## config.mk

```make
export PLATFORM = sky130hd
export DESIGN_NAME = nvsram_host
export DESIGN_NICKNAME = d
export VERILOG_FILES = /design/src/nvsram_host_pkg.sv /design/src/nvsram_host.sv
export VERILOG_INCLUDE_DIRS = /design/src
export SDC_FILE = /design/constraint.sdc
export NUM_CORES = 1
export LEC_CHECK = 0
export BUFFER_PORTS_ARGS = -buffer_cell sky130_fd_sc_hd__buf_2
export CORE_ASPECT_RATIO = 1.2
export CORE_UTILIZATION = 30
export DETAILED_ROUTE_END_ITERATION = 12
export MAX_ROUTING_LAYER = met4
export SLEW_MARGIN = 20
export SYNTH_ARGS = -nofsm -noshare
export SYNTH_HDL_FRONTEND = slang
export SYNTH_SLANG_ARGS = --single-unit
```

## constraint.sdc

```tcl
create_clock -name clk -period 3.38 [get_ports clk]
set_input_delay 0.338 -clock clk [delete_from_list [all_inputs] [get_ports clk]]
set_output_delay 0.338 -clock clk [all_outputs]
set_load 0.02 [all_outputs]
```

## src/nvsram_host_params.svh

```systemverilog
// Pin timing constants and cycle counts for the nvSRAM host controller
`ifndef NVSRAM_HOST_PARAMS_SVH
`define NVSRAM_HOST_PARAMS_SVH

`define NV_CLK_MHZ 50
`define NV_ADDR_W 11
`define NV_DATA_W 8

// Times in their printed units
`define NV_READ_CYCLE_NS 45
`define NV_WRITE_PULSE_NS 35
`define NV_DATA_SETUP_NS 20
`define NV_INIT_HOLD_NS 25
`define NV_RECALL_US 20
`define NV_STORE_MS 10
`define NV_RESTORE_US 650

// Least times round up to whole cycles
`define NV_CEIL_CYC(ns) ((((ns) * `NV_CLK_MHZ) + 999) / 1000)
`define NV_MAX(a, b) (((a) > (b)) ? (a) : (b))

`define NV_READ_CYC `NV_CEIL_CYC(`NV_READ_CYCLE_NS)
`define NV_WRITE_CYC `NV_MAX(`NV_CEIL_CYC(`NV_WRITE_PULSE_NS), `NV_CEIL_CYC(`NV_DATA_SETUP_NS))
`define NV_INIT_CYC `NV_CEIL_CYC(`NV_INIT_HOLD_NS)
`define NV_RECALL_CYC (`NV_RECALL_US * `NV_CLK_MHZ)
`define NV_STORE_CYC (`NV_STORE_MS * 1000 * `NV_CLK_MHZ)
`define NV_RESTORE_CYC (`NV_RESTORE_US * `NV_CLK_MHZ)
`define NV_SYNC_LAT 3
`define NV_CNT_W 20

`endif

```

## src/nvsram_host_pkg.sv

```systemverilog
// Types shared by the nvSRAM host controller
`default_nettype none
`include "nvsram_host_params.svh"

package nvsram_host_pkg;

  typedef enum logic [1:0] {
    OP_READ = 2'b00,
    OP_WRITE = 2'b01,
    OP_STORE = 2'b10,
    OP_RECALL = 2'b11
  } nv_op_t;

  typedef struct packed {
    nv_op_t op;
    logic [`NV_ADDR_W-1:0] addr;
    logic [`NV_DATA_W-1:0] wdata;
  } nv_cmd_t;

  typedef struct packed {
    logic chip_select_n;
    logic output_drive_n;
    logic write_strobe_n;
    logic nonvolatile_select_n;
  } nv_ctrl_t;

  typedef enum logic [3:0] {
    ST_PWR_OFF = 4'h0,
    ST_RESTORE = 4'h1,
    ST_IDLE = 4'h2,
    ST_RD = 4'h3,
    ST_WR_ADDR = 4'h4,
    ST_WR = 4'h5,
    ST_WR_END = 4'h6,
    ST_NV_SETUP = 4'h7,
    ST_NV_INIT = 4'h8,
    ST_NV_WAIT = 4'h9,
    ST_GAP = 4'ha
  } host_state_t;

  typedef struct packed {
    host_state_t st;
    logic [`NV_CNT_W-1:0] cnt;
    nv_op_t op;
    logic [`NV_ADDR_W-1:0] addr;
    logic [`NV_DATA_W-1:0] wdata;
    logic [`NV_DATA_W-1:0] rdata;
    logic rsp_valid;
    nv_ctrl_t ctrl;
    logic data_oe;
    logic [2:0] good_sync;
    logic good;
    logic [2:0][`NV_DATA_W-1:0] data_sync;
  } host_regs_t;

endpackage : nvsram_host_pkg
`default_nettype wire

```

## src/nvsram_host.sv

```systemverilog
// Host controller driving the pins of an asynchronous nonvolatile SRAM
`timescale 1ns/1ps
`default_nettype none
`include "nvsram_host_params.svh"

// Notes on behaviour
// - Host holds address stable through write
// - Byte latched at write end, data set up
// - Host keeps output drive high while writing
// - Host makes strobe (store) or output drive (recall) fall last
// - Host avoids write state at restore end
// - Initiating state held at least 25 ns
module nvsram_host #(
  parameter int STORE_CYC = `NV_STORE_CYC,
  parameter int RESTORE_CYC = `NV_RESTORE_CYC
) (
  input wire logic clk,
  input wire logic rstn,
  input wire logic supply_good,
  input wire logic cmd_valid,
  output logic cmd_ready,
  input wire nvsram_host_pkg::nv_cmd_t cmd,
  output logic rsp_valid,
  output logic [`NV_DATA_W-1:0] rsp_data,
  output nvsram_host_pkg::nv_ctrl_t ctrl,
  output logic [`NV_ADDR_W-1:0] addr_in,
  input wire logic [`NV_DATA_W-1:0] data_in,
  output logic [`NV_DATA_W-1:0] data_out,
  output logic data_oe
);

  localparam nvsram_host_pkg::nv_ctrl_t CTRL_IDLE = 4'hf;

  nvsram_host_pkg::host_regs_t r;
  nvsram_host_pkg::host_regs_t next_r;

  function automatic logic [`NV_CNT_W-1:0] load(input int cycles);
    load = `NV_CNT_W'(cycles - 1);
  endfunction : load

  always_comb begin
    next_r = r;
    next_r.rsp_valid = 1'b0;
    next_r.good_sync = {r.good_sync[1:0], supply_good};
    next_r.data_sync = {r.data_sync[1:0], data_in};
    // Level counts once the second and third stage agree
    if (r.good_sync[1] == r.good_sync[2]) begin
      next_r.good = r.good_sync[2];
    end
    if (r.cnt != '0) begin
      next_r.cnt = r.cnt - `NV_CNT_W'(1);
    end
    case (r.st)
      nvsram_host_pkg::ST_PWR_OFF: begin
        if (r.good) begin
          next_r.st = nvsram_host_pkg::ST_RESTORE;
          next_r.cnt = load(RESTORE_CYC);
        end
      end
      nvsram_host_pkg::ST_RESTORE: begin
        if (r.cnt == '0) begin
          next_r.st = nvsram_host_pkg::ST_IDLE;
        end
      end
      nvsram_host_pkg::ST_IDLE: begin
        if (cmd_valid) begin
          next_r.op = cmd.op;
          next_r.addr = cmd.addr;
          next_r.wdata = cmd.wdata;
          case (cmd.op)
            nvsram_host_pkg::OP_READ: begin
              next_r.ctrl.chip_select_n = 1'b0;
              next_r.ctrl.output_drive_n = 1'b0;
              next_r.cnt = load(`NV_READ_CYC + `NV_SYNC_LAT);
              next_r.st = nvsram_host_pkg::ST_RD;
            end
            nvsram_host_pkg::OP_WRITE: begin
              next_r.data_oe = 1'b1;
              next_r.st = nvsram_host_pkg::ST_WR_ADDR;
            end
            default: begin
              // Setup state is a no-operation pin pattern
              next_r.ctrl.chip_select_n = 1'b0;
              next_r.ctrl.nonvolatile_select_n = 1'b0;
              next_r.st = nvsram_host_pkg::ST_NV_SETUP;
            end
          endcase
        end
      end
      nvsram_host_pkg::ST_RD: begin
        // sample after access plus synchroniser delay
        if (r.cnt == '0) begin
          next_r.rdata = r.data_sync[2];
          next_r.rsp_valid = 1'b1;
          next_r.ctrl = CTRL_IDLE;
          next_r.st = nvsram_host_pkg::ST_GAP;
        end
      end
      nvsram_host_pkg::ST_WR_ADDR: begin
        // write with output drive kept high
        next_r.ctrl.chip_select_n = 1'b0;
        next_r.ctrl.write_strobe_n = 1'b0;
        next_r.cnt = load(`NV_WRITE_CYC);
        next_r.st = nvsram_host_pkg::ST_WR;
      end
      nvsram_host_pkg::ST_WR: begin
        // strobe rises with data still driven
        if (r.cnt == '0) begin
          next_r.ctrl = CTRL_IDLE;
          next_r.st = nvsram_host_pkg::ST_WR_END;
        end
      end
      nvsram_host_pkg::ST_WR_END: begin
        next_r.data_oe = 1'b0;
        next_r.rsp_valid = 1'b1;
        next_r.st = nvsram_host_pkg::ST_GAP;
      end
      nvsram_host_pkg::ST_NV_SETUP: begin
        if (r.op == nvsram_host_pkg::OP_STORE) begin
          next_r.ctrl.write_strobe_n = 1'b0;
        end else begin
          // output drive is the last recall pin
          next_r.ctrl.output_drive_n = 1'b0;
        end
        next_r.cnt = load(`NV_INIT_CYC);
        next_r.st = nvsram_host_pkg::ST_NV_INIT;
      end
      nvsram_host_pkg::ST_NV_INIT: begin
        if (r.cnt == '0) begin
          next_r.ctrl = CTRL_IDLE;
          if (r.op == nvsram_host_pkg::OP_STORE) begin
            next_r.cnt = load(STORE_CYC);
          end else begin
            next_r.cnt = load(`NV_RECALL_CYC);
          end
          next_r.st = nvsram_host_pkg::ST_NV_WAIT;
        end
      end
      nvsram_host_pkg::ST_NV_WAIT: begin
        if (r.cnt == '0) begin
          next_r.rsp_valid = 1'b1;
          next_r.st = nvsram_host_pkg::ST_IDLE;
        end
      end
      nvsram_host_pkg::ST_GAP: begin
        next_r.st = nvsram_host_pkg::ST_IDLE;
      end
      default: begin
        next_r.st = nvsram_host_pkg::ST_PWR_OFF;
      end
    endcase
    // supply loss drops everything and waits for power
    if (!r.good) begin
      next_r.st = nvsram_host_pkg::ST_PWR_OFF;
      next_r.ctrl = CTRL_IDLE;
      next_r.data_oe = 1'b0;
      next_r.rsp_valid = 1'b0;
    end
  end

  always_ff @(posedge clk or negedge rstn) begin
    if (!rstn) begin
      r <= '0;
      r.ctrl <= CTRL_IDLE;
    end else begin
      r <= next_r;
    end
  end

  // Accepted only when idle; refused during power-up and operations
  assign cmd_ready = (r.st == nvsram_host_pkg::ST_IDLE) && r.good;
  assign rsp_valid = r.rsp_valid;
  assign rsp_data = r.rdata;
  assign ctrl = r.ctrl;
  assign addr_in = r.addr;
  assign data_out = r.wdata;
  assign data_oe = r.data_oe;

  wire logic wr_cond = !ctrl.chip_select_n && !ctrl.write_strobe_n && ctrl.nonvolatile_select_n;
  wire logic st_cond = !ctrl.chip_select_n && !ctrl.write_strobe_n
                       && !ctrl.nonvolatile_select_n && ctrl.output_drive_n;
  wire logic rc_cond = !ctrl.chip_select_n && !ctrl.output_drive_n
                       && !ctrl.nonvolatile_select_n && ctrl.write_strobe_n;
endmodule : nvsram_host
`default_nettype wire

```

* Yosys cells after proc, flatten, opt, wreduce, memory -nomap -nowiden *
Cells that the tools add are included.

word-level totals
  output and inout bits = 34
  bits in registers = 87
  input port bits = 33

operators by class
  add/sub/neg operators = 1
  equality and inequality tests = 30
  reductions and logical operators = 17
  muxes and demuxes = 31

operators by type and width
  operator               number
  $pmux 20 s4            1
  $mux 24                2
  $mux 45                1
  $mux 20                2
  $pmux 4 s10            1
  $ne 3x3->1 const B     8
  $logic_not 20->1       1
  $mux 4                 5
  $reduce_bool 20->1     1
  $sub 20x1->20 const B  1
  $mux 19                1
  $eq 4x3->1 const B     4
  $ne 5x2->1 const B     3
  $reduce_and 5->1       3
  $eq 4x4->1 const B     3
  $ne 3x2->1 const B     4
  $pmux 1 s4             3
  $eq 4x2->1 const B     2
  $reduce_or 2->1        4
  $mux 1                 7
  $mux 6                 1
  $pmux 1 s3             2
  $pmux 3 s2             1
  $reduce_and 6->1       1
  15 further kinds       17

* Longest topological paths before layout *
  word-level depth = 6
  gate-level depth with buffers = 10

* Least setup slack after synthesis *
OpenSTA, ideal clock, no wires.

  path type = register to register
  from = register r[80] in the netlist's numbering
  to = register r[63] in the netlist's numbering
  stages on the path, launching flop included = 9
  path slack = 1.321 ns
  path buffers = 1
  setup time = 0.133 ns
  arrival = 1.926 ns
  path through = dfrtp_1 nor3_1 nand3b_2 nor3_4 inv_2 buf_6 ha_1 o31ai_1 o21ai_0

RTL lines
  element                 line                text
  start, declared         nvsram_host.sv:34   nvsram_host_pkg::host_regs_t r;
  start signal, assigned  nvsram_host.sv:166  r <= next_r;

==> flow_results.xml <==
<?xml version="1.0" encoding="UTF-8"?>
<metrics>
  <group name="job">
    <metric name="drv_cap" unit="">0</metric>
  </group>
  <group name="min_path">
    <metric name="hp-class" unit="">in -&gt; async</metric>
  </group>
  <group name="timing">
    <metric name="rsz0062_at_grt" unit="">false</metric>
    <metric name="max_slew_margin" unit="">0.482</metric>
    <metric name="layout_setup_ws" unit="ps">977</metric>
    <metric name="setup_failing_eps_final" unit="">0</metric>
    <metric name="worstMarginPinSlew" unit="ps">777</metric>
    <metric name="post-route-min-period" unit="ps">2400</metric>
    <metric name="fmax" unit="MHz">416</metric>
    <metric name="setup-tns-final" unit="ps">0</metric>
    <metric name="drv_slew" unit="">0</metric>
    <metric name="fin_crit_sh" unit="">0.711</metric>
    <metric name="clock-skew-final" unit="ps">5.84</metric>
    <metric name="hold_viol_final" unit="">0</metric>
  </group>
  <group name="worst_setup_path">
    <metric name="critical_path.endpoint_type" unit="">register</metric>
    <metric name="critical_path_arrival" unit="ps">2590</metric>
    <metric name="worst-r2r-cell-count" unit="">7</metric>
    <metric name="start_kind" unit="">register</metric>
    <metric name="path_class" unit="">reg -&gt; reg</metric>
    <metric name="required" unit="ps">3570</metric>
    <metric name="cp_max_fo" unit="">16</metric>
  </group>
  <group name="place">
    <metric name="placedInstanceArea" unit="sq mm">0.00436</metric>
    <metric name="pre_cts_ws" unit="ps">991</metric>
    <metric name="numPortBuffers" unit="">66</metric>
    <metric name="finalWeightedCongestion" unit="">0.872</metric>
    <metric name="dp.final_hpwl" unit="um">6090</metric>
  </group>
  <group name="route">
    <metric name="vias" unit="">3015</metric>
    <metric name="wl_per_cell" unit="um">14.6</metric>
    <metric name="drt_drc_violations_left" unit="">0</metric>
    <metric name="drt-vias-per-instance" unit="">4.94</metric>
    <metric name="dr.pass1.iters" unit="">4</metric>
    <metric name="sum_of_routed_wire_length_over_all_layers" unit="um">8880</metric>
    <metric name="antenna_left" unit="">0</metric>
    <metric name="drt-initial-drc-count" unit="">149</metric>
  </group>
  <group name="clock_network">
    <metric name="cts.sinks" unit="">87</metric>
    <metric name="cts_root_buffer" unit="">sky130_fd_sc_hd__clkbuf_16</metric>
    <metric name="cts-hold-fix-buffers" unit="">0</metric>
    <metric name="cts-htree-levels" unit="">3</metric>
    <metric name="cts_tree" unit="">yes</metric>
    <metric name="clock_buffer_depth" unit="">2</metric>
    <metric name="cts_buffers" unit="">9</metric>
    <metric name="postCtsSetupRepairBufs" unit="">0</metric>
    <metric name="worstSkewPairLatency" unit="ps">330</metric>
    <metric name="postCtsResizedCells" unit="">0</metric>
    <metric name="clk_pin_slew" unit="ps">60</metric>
  </group>
  <group name="power">
    <metric name="leakagePower" unit="nW">2.15</metric>
    <metric name="max-vdd-ir-drop" unit="uV">303</metric>
    <metric name="power.density" unit="mW/mm^2">699</metric>
  </group>
  <group name="synthesis">
    <metric name="number_of_distinct_library_cells_after_synthesis" unit="">68</metric>
    <metric name="yosysSeqAreaShare" unit="">0.529</metric>
    <metric name="post_synth_instance_area" unit="sq mm">0.00412</metric>
    <metric name="ys_ff_latch" unit="">87</metric>
    <metric name="synth_cells" unit="">401</metric>
    <metric name="asyncSetResetFlopFracSynth" unit="">1.00</metric>
    <metric name="synth_top_flop_cell" unit="">sky130_fd_sc_hd__dfrtp_1</metric>
    <metric name="syn_avg_cell_area" unit="sq um">10.3</metric>
    <metric name="ys_warn_count" unit="">0</metric>
    <metric name="synth_edf_count" unit="">0</metric>
    <metric name="syn-num-nets" unit="">437</metric>
  </group>
  <group name="cells_and_area">
    <metric name="fin_nets" unit="">473</metric>
    <metric name="antenna-diode-count" unit="">0</metric>
    <metric name="final_cell_mix" unit="">sky130_fd_sc_hd__dfrtp_1, sky130_fd_sc_hd__nand2_1, sky130_fd_sc_hd__buf_2</metric>
    <metric name="area.growth.synth_to_final" unit="%">12.6</metric>
    <metric name="mostFrequentLayoutCell" unit="">sky130_fd_sc_hd__dfrtp_1</metric>
    <metric name="share_of_layout_cells_above_drive_strength_1" unit="">0.269</metric>
    <metric name="stdcell_area" unit="sq mm">0.00464</metric>
  </group>
  <group name="floorplanning">
    <metric name="initial_util" unit="">0.310</metric>
    <metric name="core.rowCount" unit="">46</metric>
    <metric name="die_footprint" unit="sq mm">0.0142</metric>
    <metric name="die-height" unit="um">130</metric>
    <metric name="ioPinCount" unit="">67</metric>
    <metric name="core_region_area" unit="sq mm">0.0133</metric>
    <metric name="horizontal_die_dimension" unit="um">109</metric>
  </group>
  <group name="grt">
    <metric name="grt_pass1_wl" unit="um">14600</metric>
    <metric name="gr-usage-all-layers" unit="">0.138</metric>
    <metric name="grt_start_max_net_pins" unit="">88</metric>
    <metric name="antenna_violations_before_repair" unit="">0</metric>
    <metric name="grt_pass1_vias" unit="">2992</metric>
    <metric name="gr-total-overflow" unit="">0</metric>
  </group>
  <group name="run_status">
    <metric name="status" unit="">finished clean</metric>
  </group>
</metrics>
-- registers in the layout (all words and copies together), names as in the netlist --
name       flops
r             36
data_out       8
next_r        18
data_oe        1
ctrl           4
rsp_valid      1
addr_in       11
rsp_data       8
-- through the flow --
stage / std cells / hold slack [ps] / power, mW / util
2_1_floorplan: 401 / 42.4 / 2.18 / -
3_3_place_gp: 594 / 333 / 2.30 / 0.328
3_5_place_dp: 594 / 336 / 2.33 / 0.328
4_1_cts: 610 / 89.9 / 3.28 / 0.349
5_1_grt: 610 / 95.4 / 3.45 / 0.349
6_report: 610 / 60.1 / 3.25 / 0.349
-- routing by layer --
| metal | global-route usage | part of all wire | vias up |
|---|---|---|---|
| li1 | - | - | 1430 |
| met1 | 0.162 | 0.44 | 1463 |
| met2 | 0.224 | 0.49 | 108 |
| met3 | 0.0357 | 0.062 | 14 |
| met4 | 0.0548 | 0.016 | 0 |
| met5 | - | 0 | - |
-- synth_stat cells (2+ instances only) --
cell / count / area (sq um)
sky130_fd_sc_hd__and3b_1: 2 / 17.5
sky130_fd_sc_hd__a21oi_1: 14 / 70.1
sky130_fd_sc_hd__a221oi_1: 2 / 17.5
sky130_fd_sc_hd__dfstp_2: 4 / 105
sky130_fd_sc_hd__nand3_1: 8 / 40.0
sky130_fd_sc_hd__xnor2_1: 5 / 43.8
sky130_fd_sc_hd__or3_1: 3 / 18.8
sky130_fd_sc_hd__xor2_1: 7 / 61.3
sky130_fd_sc_hd__o211ai_1: 3 / 22.5
sky130_fd_sc_hd__nor4_1: 4 / 25.0
sky130_fd_sc_hd__dfrtp_1: 83 / 2080
sky130_fd_sc_hd__nor2b_1: 3 / 18.8
sky130_fd_sc_hd__and3_1: 3 / 18.8
sky130_fd_sc_hd__nand3_2: 2 / 20.0
sky130_fd_sc_hd__buf_2: 2 / 10.0
sky130_fd_sc_hd__nand2b_1: 3 / 18.8
sky130_fd_sc_hd__o311ai_0: 2 / 17.5
sky130_fd_sc_hd__nand4b_1: 2 / 17.5
sky130_fd_sc_hd__clkbuf_1: 6 / 22.5
sky130_fd_sc_hd__o31ai_1: 3 / 22.5
sky130_fd_sc_hd__buf_4: 33 / 248
sky130_fd_sc_hd__and2_1: 2 / 12.5
sky130_fd_sc_hd__ha_1: 3 / 37.5
sky130_fd_sc_hd__inv_1: 9 / 33.8
sky130_fd_sc_hd__clkbuf_8: 3 / 41.3
sky130_fd_sc_hd__nand4_1: 4 / 25.0
sky130_fd_sc_hd__a31oi_1: 4 / 25.0
sky130_fd_sc_hd__or2b_2: 2 / 17.5
sky130_fd_sc_hd__o21ai_0: 22 / 110
sky130_fd_sc_hd__o2111ai_1: 2 / 17.5
sky130_fd_sc_hd__nor3_1: 8 / 40.0
sky130_fd_sc_hd__buf_6: 2 / 22.5
sky130_fd_sc_hd__nor2_1: 24 / 90.1
sky130_fd_sc_hd__nand2_1: 76 / 285
sky130_fd_sc_hd__mux2_2: 10 / 113
sky130_fd_sc_hd__mux2i_1: 2 / 20.0
sky130_fd_sc_hd__nor3b_1: 2 / 15.0
sky130_fd_sc_hd__a41oi_1: 2 / 17.5
-- power breakdown --
group          internal [mW]  switching, mW  leakage [nW]
registers               1.26          0.191          1.05
logic                  0.312          0.550         0.960
clock network          0.507          0.431         0.138
total                   2.07           1.17          2.15
-- critical path, cell delays in order, from the launching register on --
cell and delay (ps):
sky130_fd_sc_hd__dfrtp_1 420, sky130_fd_sc_hd__nor3_1 390, sky130_fd_sc_hd__nand3_2 270, sky130_fd_sc_hd__nor3_4 160, sky130_fd_sc_hd__buf_4 230, sky130_fd_sc_hd__inv_2 140, sky130_fd_sc_hd__a21oi_1 450, sky130_fd_sc_hd__o21ai_0 190
-- layout make-up --
class | instances | area (sq um)
tap | 168 | 210
multi-input combinational | 258 | 1560
clock inverter | 7 | 55.1
sequential | 87 | 2180
fill | 1339 | 8650
inverter | 10 | 37.5
clock buffer | 9 | 225
timing repair buffer | 71 | 374
-- kinds of logic after synthesis --
| kind of cell | after synthesis | synth area share |
|---|---|---|
| AND/OR/NAND/NOR | 161 | 0.199 |
| flip-flops | 87 | 0.529 |
| AO/OA/AOI/OAI | 69 | 0.110 |
| multiplexers | 12 | 0.0322 |
| adder cells (fa/ha/maj) | 4 | 0.0115 |
| XOR/XNOR | 12 | 0.0255 |
| buffers and inverters | 56 | 0.0925 |
-- final timing paths --
kind                       startpoint          to  slack [ps]
setup / recovery                r[68]       r[77]         980
hold / removal                   rstn       r[22]          60
setup reg to reg                r[68]       r[77]         980
hold reg to reg            next_r[14]  next_r[22]         350
max in group asynchronous        rstn       r[86]        2790
min in group clk           data_in[5]  next_r[13]         100
(Power assumes the default switching activity.)
